## src/verilog/sdram_init_refresh_pkg.sv

```systemverilog
// constants for the sdram init sequencer and refresh scheduler
// assumes a single clock domain at ref_clk_i; memory clock sampled as a pin
package sdram_init_refresh_pkg;
  localparam int unsigned INTERVAL_W = 13;
  localparam int unsigned BACKLOG_W = 4;
  localparam logic [3:0] BACKLOG_MAX = 4'hF;
  localparam logic [3:0] INIT_INTERVALS = 4'h8;
  localparam logic [3:0] INIT_REFRESHES = 4'h8;
  localparam logic [3:0] MAY_LO = 4'h1;
  localparam logic [3:0] RELEASE_LO = 4'h4;
  localparam logic [3:0] NEED_LO = 4'h8;
  localparam logic [3:0] MUST_LO = 4'hC;
  localparam logic [2:0] BURST_LEN_CODE = 3'h3;
  localparam int unsigned DRIVE_LSB = 5;
  localparam int unsigned CAS_LSB = 4;
  localparam int unsigned PRECHARGE_ALL_BIT = 10;
  localparam logic [12:0] REFRESH_PERIOD_RST = 13'h0080;
  // command codes {ras_n, cas_n, we_n}
  localparam logic [2:0] CMD_NOP = 3'h7;
  localparam logic [2:0] CMD_PRE = 3'h2;
  localparam logic [2:0] CMD_REF = 3'h1;
  localparam logic [2:0] CMD_LMR = 3'h0;
  localparam logic [1:0] BA_MODE = 2'h0;
  localparam logic [1:0] BA_EXT_MODE = 2'h2;
endpackage

```

## src/verilog/sdram_down_counter.sv

```systemverilog
// loadable down counter that reloads itself at zero
// assumes a synchronous active-high reset and a clock enable
`timescale 1ns/1ps
`default_nettype none
module sdram_down_counter #(
  parameter int unsigned WIDTH = 13
) (
  input wire logic ref_clk_i,
  input wire logic sys_rst_i,
  input wire logic step_i,
  input wire logic load_i,
  input wire logic [WIDTH-1:0] value_i,
  output logic reload_o
);
  logic [WIDTH-1:0] count_q;
  logic [WIDTH-1:0] count_d;
  logic reload_q;
  logic reload_d;

  always_comb begin
    count_d = count_q;
    reload_d = 1'b0;
    if (sys_rst_i || load_i) begin
      count_d = value_i;
    end else if (step_i) begin
      if (count_q == '0) begin
        count_d = value_i;
        reload_d = 1'b1;
      end else begin
        count_d = count_q - {{(WIDTH-1){1'b0}}, 1'b1};
      end
    end
  end

  always_ff @(posedge ref_clk_i) begin
    count_q <= count_d;
    reload_q <= reload_d;
  end

  assign reload_o = reload_q;
endmodule
`default_nettype wire

```

## src/verilog/sdram_init_refresh_ctrl.sv

```systemverilog
// sdram power-up/re-init sequencer and auto-refresh scheduler
// assumes config write strobes come from the host on ref_clk_i; memory clock is a pin
`timescale 1ns/1ps
`default_nettype none
module sdram_init_refresh_ctrl #(
  parameter int unsigned PERIOD_W = sdram_init_refresh_pkg::INTERVAL_W
) (
  input wire logic ref_clk_i,
  input wire logic sys_rst_i,
  input wire logic clk_en_i,
  input wire logic memory_clock_i,
  input wire logic [PERIOD_W-1:0] refresh_period_field_i,
  input wire logic refresh_period_wr_i,
  input wire logic sdram_config_one_wr_i,
  input wire logic sdram_config_two_lo_wr_i,
  input wire logic sdram_config_two_hi_wr_i,
  input wire logic [2:0] cas_latency_field_i,
  input wire logic [1:0] drive_strength_i,
  input wire logic [2:0] partial_array_setting_i,
  input wire logic [3:0] refresh_cycle_time_i,
  input wire logic self_refresh_active_i,
  input wire logic req_pending_i,
  input wire logic read_pending_i,
  input wire logic access_busy_i,
  input wire logic banks_open_i,
  output logic init_done_o,
  output logic access_allow_o,
  output logic mem_clock_enable_pin_o,
  output logic cmd_valid_o,
  output logic [2:0] cmd_o,
  output logic [1:0] bank_select_pins_o,
  output logic [15:0] mem_addr_o,
  output logic [3:0] backlog_o
);
  typedef enum logic [7:0] {
    ST_WAIT = 8'h01,
    ST_INIT_PRE = 8'h02,
    ST_INIT_REF = 8'h04,
    ST_EMR = 8'h08,
    ST_MR = 8'h10,
    ST_IDLE = 8'h20,
    ST_REF_PRE = 8'h40,
    ST_REF_WAIT = 8'h80
  } state_e;

  state_e state_q, state_d;
  logic [2:0] clk_sync_q, clk_sync_d;
  logic [3:0] icount_q, icount_d;
  logic [3:0] twait_q, twait_d;
  logic [3:0] backlog_q, backlog_d;
  logic final_ref_q, final_ref_d;
  logic done_q, done_d;
  logic allow_q, allow_d;
  logic cke_q, cke_d;
  logic vld_q, vld_d;
  logic [2:0] cmd_q, cmd_d;
  logic [1:0] ba_q, ba_d;
  logic [15:0] addr_q, addr_d;
  logic mclk_rise;
  logic reload;
  logic issue_ref;
  logic start_ref;
  logic restart;

  // memory clock passes two flops before its edge is found
  assign mclk_rise = clk_sync_q[1] && !clk_sync_q[2];
  // upper byte write deliberately has no path here
  assign restart = sdram_config_one_wr_i || sdram_config_two_lo_wr_i;

  sdram_down_counter #(
    .WIDTH(PERIOD_W)
  ) u_interval (
    .ref_clk_i(ref_clk_i),
    .sys_rst_i(sys_rst_i),
    .step_i(clk_en_i && mclk_rise && !self_refresh_active_i),
    .load_i(clk_en_i && refresh_period_wr_i),
    .value_i(refresh_period_field_i),
    .reload_o(reload)
  );

  // urgency decision, never masked by any setting
  always_comb begin
    start_ref = 1'b0;
    if (backlog_q >= sdram_init_refresh_pkg::MUST_LO) begin
      start_ref = !access_busy_i;
    end else if (backlog_q >= sdram_init_refresh_pkg::NEED_LO) begin
      start_ref = !access_busy_i && !read_pending_i;
    end else if (backlog_q >= sdram_init_refresh_pkg::RELEASE_LO) begin
      start_ref = !req_pending_i && !access_busy_i;
    end else if (backlog_q >= sdram_init_refresh_pkg::MAY_LO) begin
      start_ref = !req_pending_i && !access_busy_i && !banks_open_i;
    end
  end

  always_comb begin
    clk_sync_d = {clk_sync_q[1:0], memory_clock_i};
    state_d = state_q;
    icount_d = icount_q;
    twait_d = twait_q;
    final_ref_d = final_ref_q;
    done_d = done_q;
    allow_d = allow_q;
    cke_d = 1'b1;
    vld_d = 1'b0;
    cmd_d = sdram_init_refresh_pkg::CMD_NOP;
    ba_d = ba_q;
    addr_d = addr_q;
    issue_ref = 1'b0;
    // reload pulse lags the memory clock rise by one cycle, so count it on its own
    if (state_q == ST_WAIT && reload) begin
      icount_d = icount_q + 4'h1;
    end
    if (restart) begin
      state_d = ST_INIT_PRE;
      done_d = 1'b0;
      allow_d = 1'b0;
      icount_d = '0;
      final_ref_d = 1'b0;
    end else if (mclk_rise) begin
      vld_d = 1'b1;
      case (state_q)
        ST_WAIT: begin
          if (icount_q == sdram_init_refresh_pkg::INIT_INTERVALS) begin
            state_d = ST_INIT_PRE;
            icount_d = '0;
          end
        end
        ST_INIT_PRE, ST_REF_PRE: begin
          cmd_d = sdram_init_refresh_pkg::CMD_PRE;
          addr_d = '0;
          addr_d[sdram_init_refresh_pkg::PRECHARGE_ALL_BIT] = 1'b1;
          ba_d = '0;
          if (state_q == ST_INIT_PRE) begin
            state_d = ST_INIT_REF;
          end else begin
            state_d = ST_REF_WAIT;
            twait_d = '0;
          end
        end
        ST_INIT_REF: begin
          cmd_d = sdram_init_refresh_pkg::CMD_REF;
          issue_ref = 1'b1;
          icount_d = icount_q + 4'h1;
          if (icount_q == sdram_init_refresh_pkg::INIT_REFRESHES - 4'h1) begin
            state_d = ST_EMR;
          end
        end
        ST_EMR: begin
          cmd_d = sdram_init_refresh_pkg::CMD_LMR;
          ba_d = sdram_init_refresh_pkg::BA_EXT_MODE;
          addr_d = '0;
          addr_d[sdram_init_refresh_pkg::DRIVE_LSB +: 2] = drive_strength_i;
          addr_d[2:0] = partial_array_setting_i;
          state_d = ST_MR;
        end
        ST_MR: begin
          cmd_d = sdram_init_refresh_pkg::CMD_LMR;
          ba_d = sdram_init_refresh_pkg::BA_MODE;
          addr_d = '0;
          addr_d[sdram_init_refresh_pkg::CAS_LSB +: 3] = cas_latency_field_i;
          addr_d[2:0] = sdram_init_refresh_pkg::BURST_LEN_CODE;
          final_ref_d = 1'b1;
          state_d = ST_REF_PRE;
        end
        ST_IDLE: begin
          allow_d = 1'b1;
          if (start_ref) begin
            state_d = ST_REF_PRE;
            allow_d = 1'b0;
          end
        end
        ST_REF_WAIT: begin
          if (twait_q == '0) begin
            cmd_d = sdram_init_refresh_pkg::CMD_REF;
            issue_ref = 1'b1;
          end
          twait_d = twait_q + 4'h1;
          // compare before the 4-bit wait count can wrap
          if (twait_q >= refresh_cycle_time_i) begin
            if (final_ref_q) begin
              final_ref_d = 1'b0;
              done_d = 1'b1;
              state_d = ST_IDLE;
            end else if (backlog_q >= sdram_init_refresh_pkg::NEED_LO) begin
              state_d = ST_REF_PRE;
            end else begin
              state_d = ST_IDLE;
            end
          end
        end
        default: begin
          state_d = ST_WAIT;
        end
      endcase
    end
    if (!done_d) begin
      allow_d = 1'b0;
    end
  end

  always_comb begin
    backlog_d = backlog_q;
    if (!self_refresh_active_i) begin
      if (reload && !issue_ref && backlog_q != sdram_init_refresh_pkg::BACKLOG_MAX) begin
        backlog_d = backlog_q + 4'h1;
      end else if (issue_ref && !reload && backlog_q != '0) begin
        backlog_d = backlog_q - 4'h1;
      end
    end
  end

  always_ff @(posedge ref_clk_i) begin
    if (sys_rst_i) begin
      state_q <= ST_WAIT;
      clk_sync_q <= '0;
      icount_q <= '0;
      twait_q <= '0;
      backlog_q <= '0;
      final_ref_q <= 1'b0;
      done_q <= 1'b0;
      allow_q <= 1'b0;
      cke_q <= 1'b1;
      vld_q <= 1'b0;
      cmd_q <= sdram_init_refresh_pkg::CMD_NOP;
      ba_q <= '0;
      addr_q <= '0;
    end else if (clk_en_i) begin
      state_q <= state_d;
      clk_sync_q <= clk_sync_d;
      icount_q <= icount_d;
      twait_q <= twait_d;
      backlog_q <= backlog_d;
      final_ref_q <= final_ref_d;
      done_q <= done_d;
      allow_q <= allow_d;
      cke_q <= cke_d;
      vld_q <= vld_d;
      cmd_q <= cmd_d;
      ba_q <= ba_d;
      addr_q <= addr_d;
    end
  end

  assign init_done_o = done_q;
  assign access_allow_o = allow_q;
  assign mem_clock_enable_pin_o = cke_q;
  assign cmd_valid_o = vld_q;
  assign cmd_o = cmd_q;
  assign bank_select_pins_o = ba_q;
  assign mem_addr_o = addr_q;
  assign backlog_o = backlog_q;
endmodule
`default_nettype wire

```

## config.mk

```make
export PLATFORM = sky130hd
export DESIGN_NAME = sdram_init_refresh_ctrl
export DESIGN_NICKNAME = d
export VERILOG_FILES = /design/src/verilog/sdram_init_refresh_pkg.sv /design/src/verilog/sdram_down_counter.sv /design/src/verilog/sdram_init_refresh_ctrl.sv
export SDC_FILE = /design/constraint.sdc
export NUM_CORES = 1
export LEC_CHECK = 0
export BUFFER_PORTS_ARGS = -buffer_cell sky130_fd_sc_hd__buf_2
export CAP_MARGIN = 20
export CORE_ASPECT_RATIO = 0.8
export CORE_MARGIN = 2
export CORE_UTILIZATION = 40
export CTS_BUF_LIST = sky130_fd_sc_hd__clkbuf_4 sky130_fd_sc_hd__clkbuf_8
export DETAILED_ROUTE_END_ITERATION = 10
export PLACE_DENSITY = 0.69
export SETUP_SLACK_MARGIN = 0.02
export SLEW_MARGIN = 20
export SYNTH_ARGS = -nofsm -noshare
export SYNTH_HDL_FRONTEND = slang
export SYNTH_HIERARCHICAL = 1
export SYNTH_SLANG_ARGS = --single-unit
```

## constraint.sdc

```tcl
create_clock -name ref_clk_i -period 3.9 [get_ports ref_clk_i]
set_clock_uncertainty 0.1 [all_clocks]
set_input_delay 0.78 -clock ref_clk_i [delete_from_list [all_inputs] [get_ports ref_clk_i]]
set_output_delay 0.78 -clock ref_clk_i [all_outputs]
set_load 0.02 [all_outputs]
```

==> After elaboration in Yosys (flattened, before gate mapping) <==
Index checks and enable logic that the tools add are counted.
{ "word_totals": {"register_bits": 62, "input_bits": 38, "out_inout_bits": 29, "word_cells": 141} }
{ "op_classes": {"addsub": 5, "n_lt_le_gt_ge": 5, "eq_ne": 18, "muxes": 53, "bitwise": 3, "reduce_logical": 43} }
{ "op_table": {"columns": ["operator", "n"], "rows": [
  ["2-to-1 mux 8 bit", 7],
  ["case mux 8 bit (7 select lines)", 1],
  ["case mux 16 bit (3 select lines)", 1],
  ["2-to-1 mux 13 bit", 3],
  ["2-to-1 mux 4 bit", 7],
  ["2-to-1 mux 1 bit", 23],
  ["case mux 4 bit (2 select lines)", 2],
  ["2-to-1 mux 7 bit", 2],
  ["logical NOT 13 bit", 1],
  ["subtractor 13 x 1 -> 13 bit (second input constant)", 1],
  ["adder 4 x 1 -> 4 bit (second input constant)", 3],
  ["logical AND 1 bit", 12],
  ["case mux 3 bit (4 select lines)", 1],
  ["AND reduction 4 bit", 3],
  ["nonzero test 2 bit", 5],
  ["2-to-1 mux 3 bit", 3],
  ["inequality test 3 bit (second input constant)", 3],
  ["equality test 8 x 1 -> 1 bit (second input constant)", 1],
  ["equality test 8 x 2 -> 1 bit (second input constant)", 1],
  ["equality test 8 x 3 -> 1 bit (second input constant)", 1],
  ["equality test 8 x 4 -> 1 bit (second input constant)", 1],
  ["equality test 8 x 5 -> 1 bit (second input constant)", 1],
  ["equality test 8 x 6 -> 1 bit (second input constant)", 1],
  ["equality test 8 x 7 -> 1 bit (second input constant)", 1],
  ["other kinds (25)", 42]
]} }

==> Depth between registers and ports, before layout <==
{ "depth": {"depth_word": 12, "ltp_mapped": 9, "ltp_nobuf": 8} }

==> Hierarchy <==
Netlist, hierarchy kept.
{ "by_module_without_submodules": {"columns": ["mod", "instances", "cells_each", "area_per_inst_um2"], "rows": [
  ["sdram_init_refresh_ctrl", 1, 302, 2451.1],
  ["sdram_down_counter", 1, 69, 900.9]
]} }

==> Worst setup path after synthesis <==
Ideal clock, no wire load.
{ "synth_timing": {"path_type": "input -> register", "startpoint": "input sdram_config_two_lo_wr_i", "endpoint": "register twait_q[3]", "setup_time_ns": 0.071, "arrival_ns": 2.391, "required_time_ns": 3.729, "setup_slack_ns": 1.337, "stages": 5, "path_cell_list": "nor4b_2 nand2_1 or3_1 or4_1 a21oi_1"} }
{ "synth_between": {"elab_chain_len": 3} }
{ "synth_rtl": {"columns": ["item", "line", "source"], "rows": [
  ["start: declaration", "sdram_init_refresh_ctrl.sv:15", "input wire logic sdram_config_two_lo_wr_i,"],
  ["logical OR 1 bit", "sdram_init_refresh_ctrl.sv:68", "assign restart = sdram_config_one_wr_i || sdram_config_two_lo_wr_i;"],
  ["NOT 1 bit (no source line)", null, null],
  ["AND reduction 5 bit (no source line)", null, null],
  ["end signal: assignment", "sdram_init_refresh_ctrl.sv:231", "twait_q <= twait_d;"],
  ["end: declaration", "sdram_init_refresh_ctrl.sv:49", "logic [3:0] twait_q, twait_d;"]
]} }
Every way passes these cells.
A chain may end at the register's enable or synchronous reset.

==> Worst setup path in the final report <==
{ "layout_timing": {"startpoint": "register state_q[5]", "endpoint": "register addr_q[2] (netlist: mem_addr_o[2])"} }
{ "layout_between": {"elab_chain_len": 4} }
{ "layout_rtl": {"columns": ["item", "line", "source"], "rows": [
  ["start: declaration", "sdram_init_refresh_ctrl.sv:46", "state_e state_q, state_d;"],
  ["start signal: assignment", "sdram_init_refresh_ctrl.sv:228", "state_q <= state_d;"],
  ["equality test 8 x 2 -> 1 bit / equality test 8 x 7 -> 1 bit (equally long branches)", "sdram_init_refresh_ctrl.sv:121", "case (state_q)"],
  ["OR reduction 2 bit", "sdram_init_refresh_ctrl.sv:121", null],
  ["nonzero test 3 bit (no source line)", null, null],
  ["AND reduction 4 bit (no source line)", null, null],
  ["end signal: assignment", "sdram_init_refresh_ctrl.sv:240", "addr_q <= addr_d;"],
  ["end: declaration", "sdram_init_refresh_ctrl.sv:58", "logic [15:0] addr_q, addr_d;"]
]} }
Several ways; a longest one is shown, not always the timed one. The select of a mux whose other input is x is not followed.

==> summary.md <==
| Metric | Value |
|---|---|
| Fraction of the yosys area taken by sequential cells | `34.94%` |
| Number of flops mapped to enable cells by yosys | `13` |
| Number of levels the H-tree was split into | `2` |
| Top_reg_cell synth | `sky130_fd_sc_hd__dfxtp_1` |
| IO Count | `67` |
| Number of failing setup endpoints in the final timing report | `0` |
| Layout fillers | `about 810` |
| Share of layout cells above drive strength 1 | `22.04%` |
| Most common cell after layout, fill and taps aside | `sky130_fd_sc_hd__buf_2` |
| CTS tree | `done` |
| PostCTS Resize Cnt | `0` |
| Maximum buffer depth of the clock tree | `2` |
| Number of design rule violations left after detail routing | `0` |
| Bufs and invs on worst path | `0` |
| Count of distinct cell types in the synthesized netlist | `between 60 and 70` |
| Clock latency on the worst-skew pair | `0.31 ns` |
| Number of global-route vias before repair | `2706` |
| Max-Slew Margin vs Limit | `around two fifths` |
| Hold Path Origin | `cmd_valid_o` |
| Gate Count Post-Synth | `371` |
| Critical Path Sink Type | `register` |
| Number of nets in the layout | `473` |
| Worst Path Class, Setup | `reg -> reg` |
| Layout Area Growth over Synthesis | `11.68%` |
| Hold buffers post-CTS | `0` |
| Crit. Startpoint | `state_q[5]` |
| 1st-pass router iterations | `4` |
| Maximum number of pins on one net before global-route repair | `37` |
| Share of Yosys cell area claimed by the top area cell type | `a little under a quarter` |
| Effective utilization at floorplan | `41.80%` |
| Final core occ | `46.68%` |
| #FFs+latches synth | `52` |
| Final TNS setup | `0 ns` |
| Clock tree root buffer cell | `sky130_fd_sc_hd__clkbuf_8` |
| Wire length of the first global-routing pass | `~13 mm` |
| Number of clock buffers inserted by TritonCTS | `5` |
| Detailed router's first-iteration violation count | `152` |
| Floorplan row count | `29` |
| Area of the die | `slightly above 9000 um^2` |
| Avg Cell Area, Syn | `about 9.0 um^2` |
| Post-synthesis async set-or-reset flop share | `0%` |
| Overall routing resource usage | `17.78%` |
| Biggest area consumer among synthesized cells | `sky130_fd_sc_hd__dfxtp_1` |
| Chip Height | `85.88 um` |
| IO buf count | `54` |
| Initial antenna violation count | `0` |
| WL final | `7.861 mm` |
| PD cells | `around 280 nW/um^2` |
| Launching element type of the critical path | `register` |
| Residual antenna-violating net count after detailed routing | `0` |
| Commonest cells after routing, fill and taps aside | `sky130_fd_sc_hd__buf_2, sky130_fd_sc_hd__dfxtp_1, sky130_fd_sc_hd__nor2_1` |
| Stages on the worst setup path | `6` |
| Actual transition at the worst max-transition pin | `0.9074 ns` |
| Hold Crit Depth | `2` |
| Top cells by area in the synthesized netlist | `sky130_fd_sc_hd__dfxtp_1, sky130_fd_sc_hd__edfxtp_1, sky130_fd_sc_hd__ha_1, sky130_fd_sc_hd__mux2_4, sky130_fd_sc_hd__nor2_1` |
| Cells on worst reg2reg path | `6` |
| Die width | `about 110 um` |
| GRT overflow | `0` |
| Average wire per cell in the routed design | `14.83 um` |
| Count of synthesis-stage warnings from yosys | `6` |
| Slowest cell delay on critical path | `0.56 ns` |
| Post-layout min period | `2.759 ns` |
| Run status | `completed` |
| Setup fix buffers added after clock tree synthesis | `0` |
| Routed via count | `2884` |
| Mapped cell area | `3352 um^2` |
| Clock-pin transition on the worst setup and hold timing paths | `0.10 ns` |
| Maximum vdd ir drop | `147.9 uV` |
| Master of the slowest instance on the critical path | `sky130_fd_sc_hd__or4_4` |
| Core region area | `8019 um^2` |
| Final Hold Viols | `0` |
| Top delay family on crit path | `simple AND/OR/NAND/NOR gates` |
| Top fanout value on the critical path | `14` |
| Maximum frequency from static timing analysis | `between 300 and 400 MHz` |
| Ratio of routed vias to standard cells | `~5.4` |
| Final RePlAce weighted congestion | `~0.87` |
| Cell Chain, Critical Path | `or4_4 > nor4_4 > or3b_1 > nor3b_4 > o32a_1 > nor2_1` |
| Critical path arrival | `about 2.9 ns` |
| Number of max-slew violations in the final report | `0` |
| Clock Sinks | `52` |
| Startpoint of the most critical register-to-register path | `state_q[5]` |
| Maximum capacitance violations | `0` |
| Required time of the worst setup path | `4.00 ns` |
| Unrepaired setup endpoints after global routing | `no` |
| Path type of the worst min-delay path | `reg -> reg` |
| Static leakage | `around 0.0015 uW` |
| ANT cells | `0` |
| Share of the clock period used by the worst path | `70.74%` |
| HPWL reported at the end of detailed placement | `5.826 mm` |
## synthesized netlist by cell type (4+ instances only)
cell and count:
sky130_fd_sc_hd__mux2i_1 6, sky130_fd_sc_hd__xor2_1 4, sky130_fd_sc_hd__a31oi_1 7, sky130_fd_sc_hd__ha_1 14
sky130_fd_sc_hd__a211oi_1 5, sky130_fd_sc_hd__nand2b_1 8, sky130_fd_sc_hd__a21oi_1 20, sky130_fd_sc_hd__buf_4 11
sky130_fd_sc_hd__and3_1 4, sky130_fd_sc_hd__and2_1 5, sky130_fd_sc_hd__xnor2_1 11, sky130_fd_sc_hd__a311oi_1 5
sky130_fd_sc_hd__nor2b_1 5, sky130_fd_sc_hd__nor3_1 11, sky130_fd_sc_hd__nor4_1 4, sky130_fd_sc_hd__nand3_1 13
sky130_fd_sc_hd__o21ai_0 15, sky130_fd_sc_hd__inv_1 19, sky130_fd_sc_hd__edfxtp_1 13, sky130_fd_sc_hd__nor2_1 36
sky130_fd_sc_hd__nand4_1 8, sky130_fd_sc_hd__nand2_1 21, sky130_fd_sc_hd__or3_1 4, sky130_fd_sc_hd__clkbuf_1 10
sky130_fd_sc_hd__mux2_4 9, sky130_fd_sc_hd__mux2_2 4, sky130_fd_sc_hd__dfxtp_1 39
## final cells by class
type	count	area, um^2	area share, %
sequential	52	1171	31.28
inverter	20	75.07	2.005
timing repair buffer	59	307.8	8.222
clock buffer	5	68.82	1.838
multi-input combinational	283	1972	52.67
tap	108	135.1	3.610
clock inverter	3	13.76	0.3676
## worst reg2reg max path: cells and delay by family (launching register included)
| kind | cells | cell delay [ns] |
|---|---|---|
| compound gates | 1 | 0.26 |
| flops | 1 | 0.41 |
| simple gates | 5 | 1.88 |
## power breakdown
group / internal [uW] / switching (uW) / leakage [uW]
Combinational: 69.4 / 84.7 / 0.00101
Sequential: 576 / 22.0 / 0.000445
Clock: 123 / 184 / 0.0000453
Total: 768 / 291 / 0.00150
## final timing paths
path,slack (ns),to
setup / recovery,1.14,mem_addr_o[2]
hold / removal,0.37,cmd_valid_o
setup reg to reg,1.14,mem_addr_o[2]
hold reg to reg,0.37,cmd_valid_o
## flip-flops by register name (all words and copies together), names as in the netlist
signal,flops
access_allow_o,1
backlog_o,4
bank_select_pins_o,1
clk_sync_q,3
cmd_o,3
cmd_valid_o,1
final_ref_q,1
icount_q,4
init_done_o,1
mem_addr_o,7
state_q,8
twait_q,4
u_interval/count_q,13
u_interval/reload_o,1
## kinds of logic after synthesis
family | Yosys count | share of synthesized area [%]
AOI/OAI and AO/OA | 76 | 15.42
DFF | 52 | 34.94
buffers and inverters | 45 | 7.241
other | 2 | 0.2240
adders and majority gates | 14 | 5.226
xor gates and xnor gates | 15 | 3.919
and+or+nand+nor | 148 | 25.87
muxes | 19 | 7.167
## metal layers
layer	track usage, %	part of all wire, %	wire length, um
met1	25.02	48	3772
met2	27.10	44	3421
met3	4.179	7.6	598
met4	5.502	0.87	68
met5	0	0	0
## through the flow
step / cells / total power, uW / hold slack [ns] / area, um^2 / setup slack, ns
final: 530 / 1059 / 0.3698 / 3744 / 1.141
after global routing: 530 / 1113 / 0.4049 / 3744 / 0.8778
after CTS: 530 / 1079 / 0.3778 / 3744 / 1.129
after detailed placement: 522 / 764.6 / 0.3622 / 3661 / 0.8666
after global placement: 522 / 761.6 / 0.3530 / 3661 / 0.8983
after floorplan: 380 / 729.7 / 0.3601 / 3386 / 1.337
(Power assumes the default switching activity.)
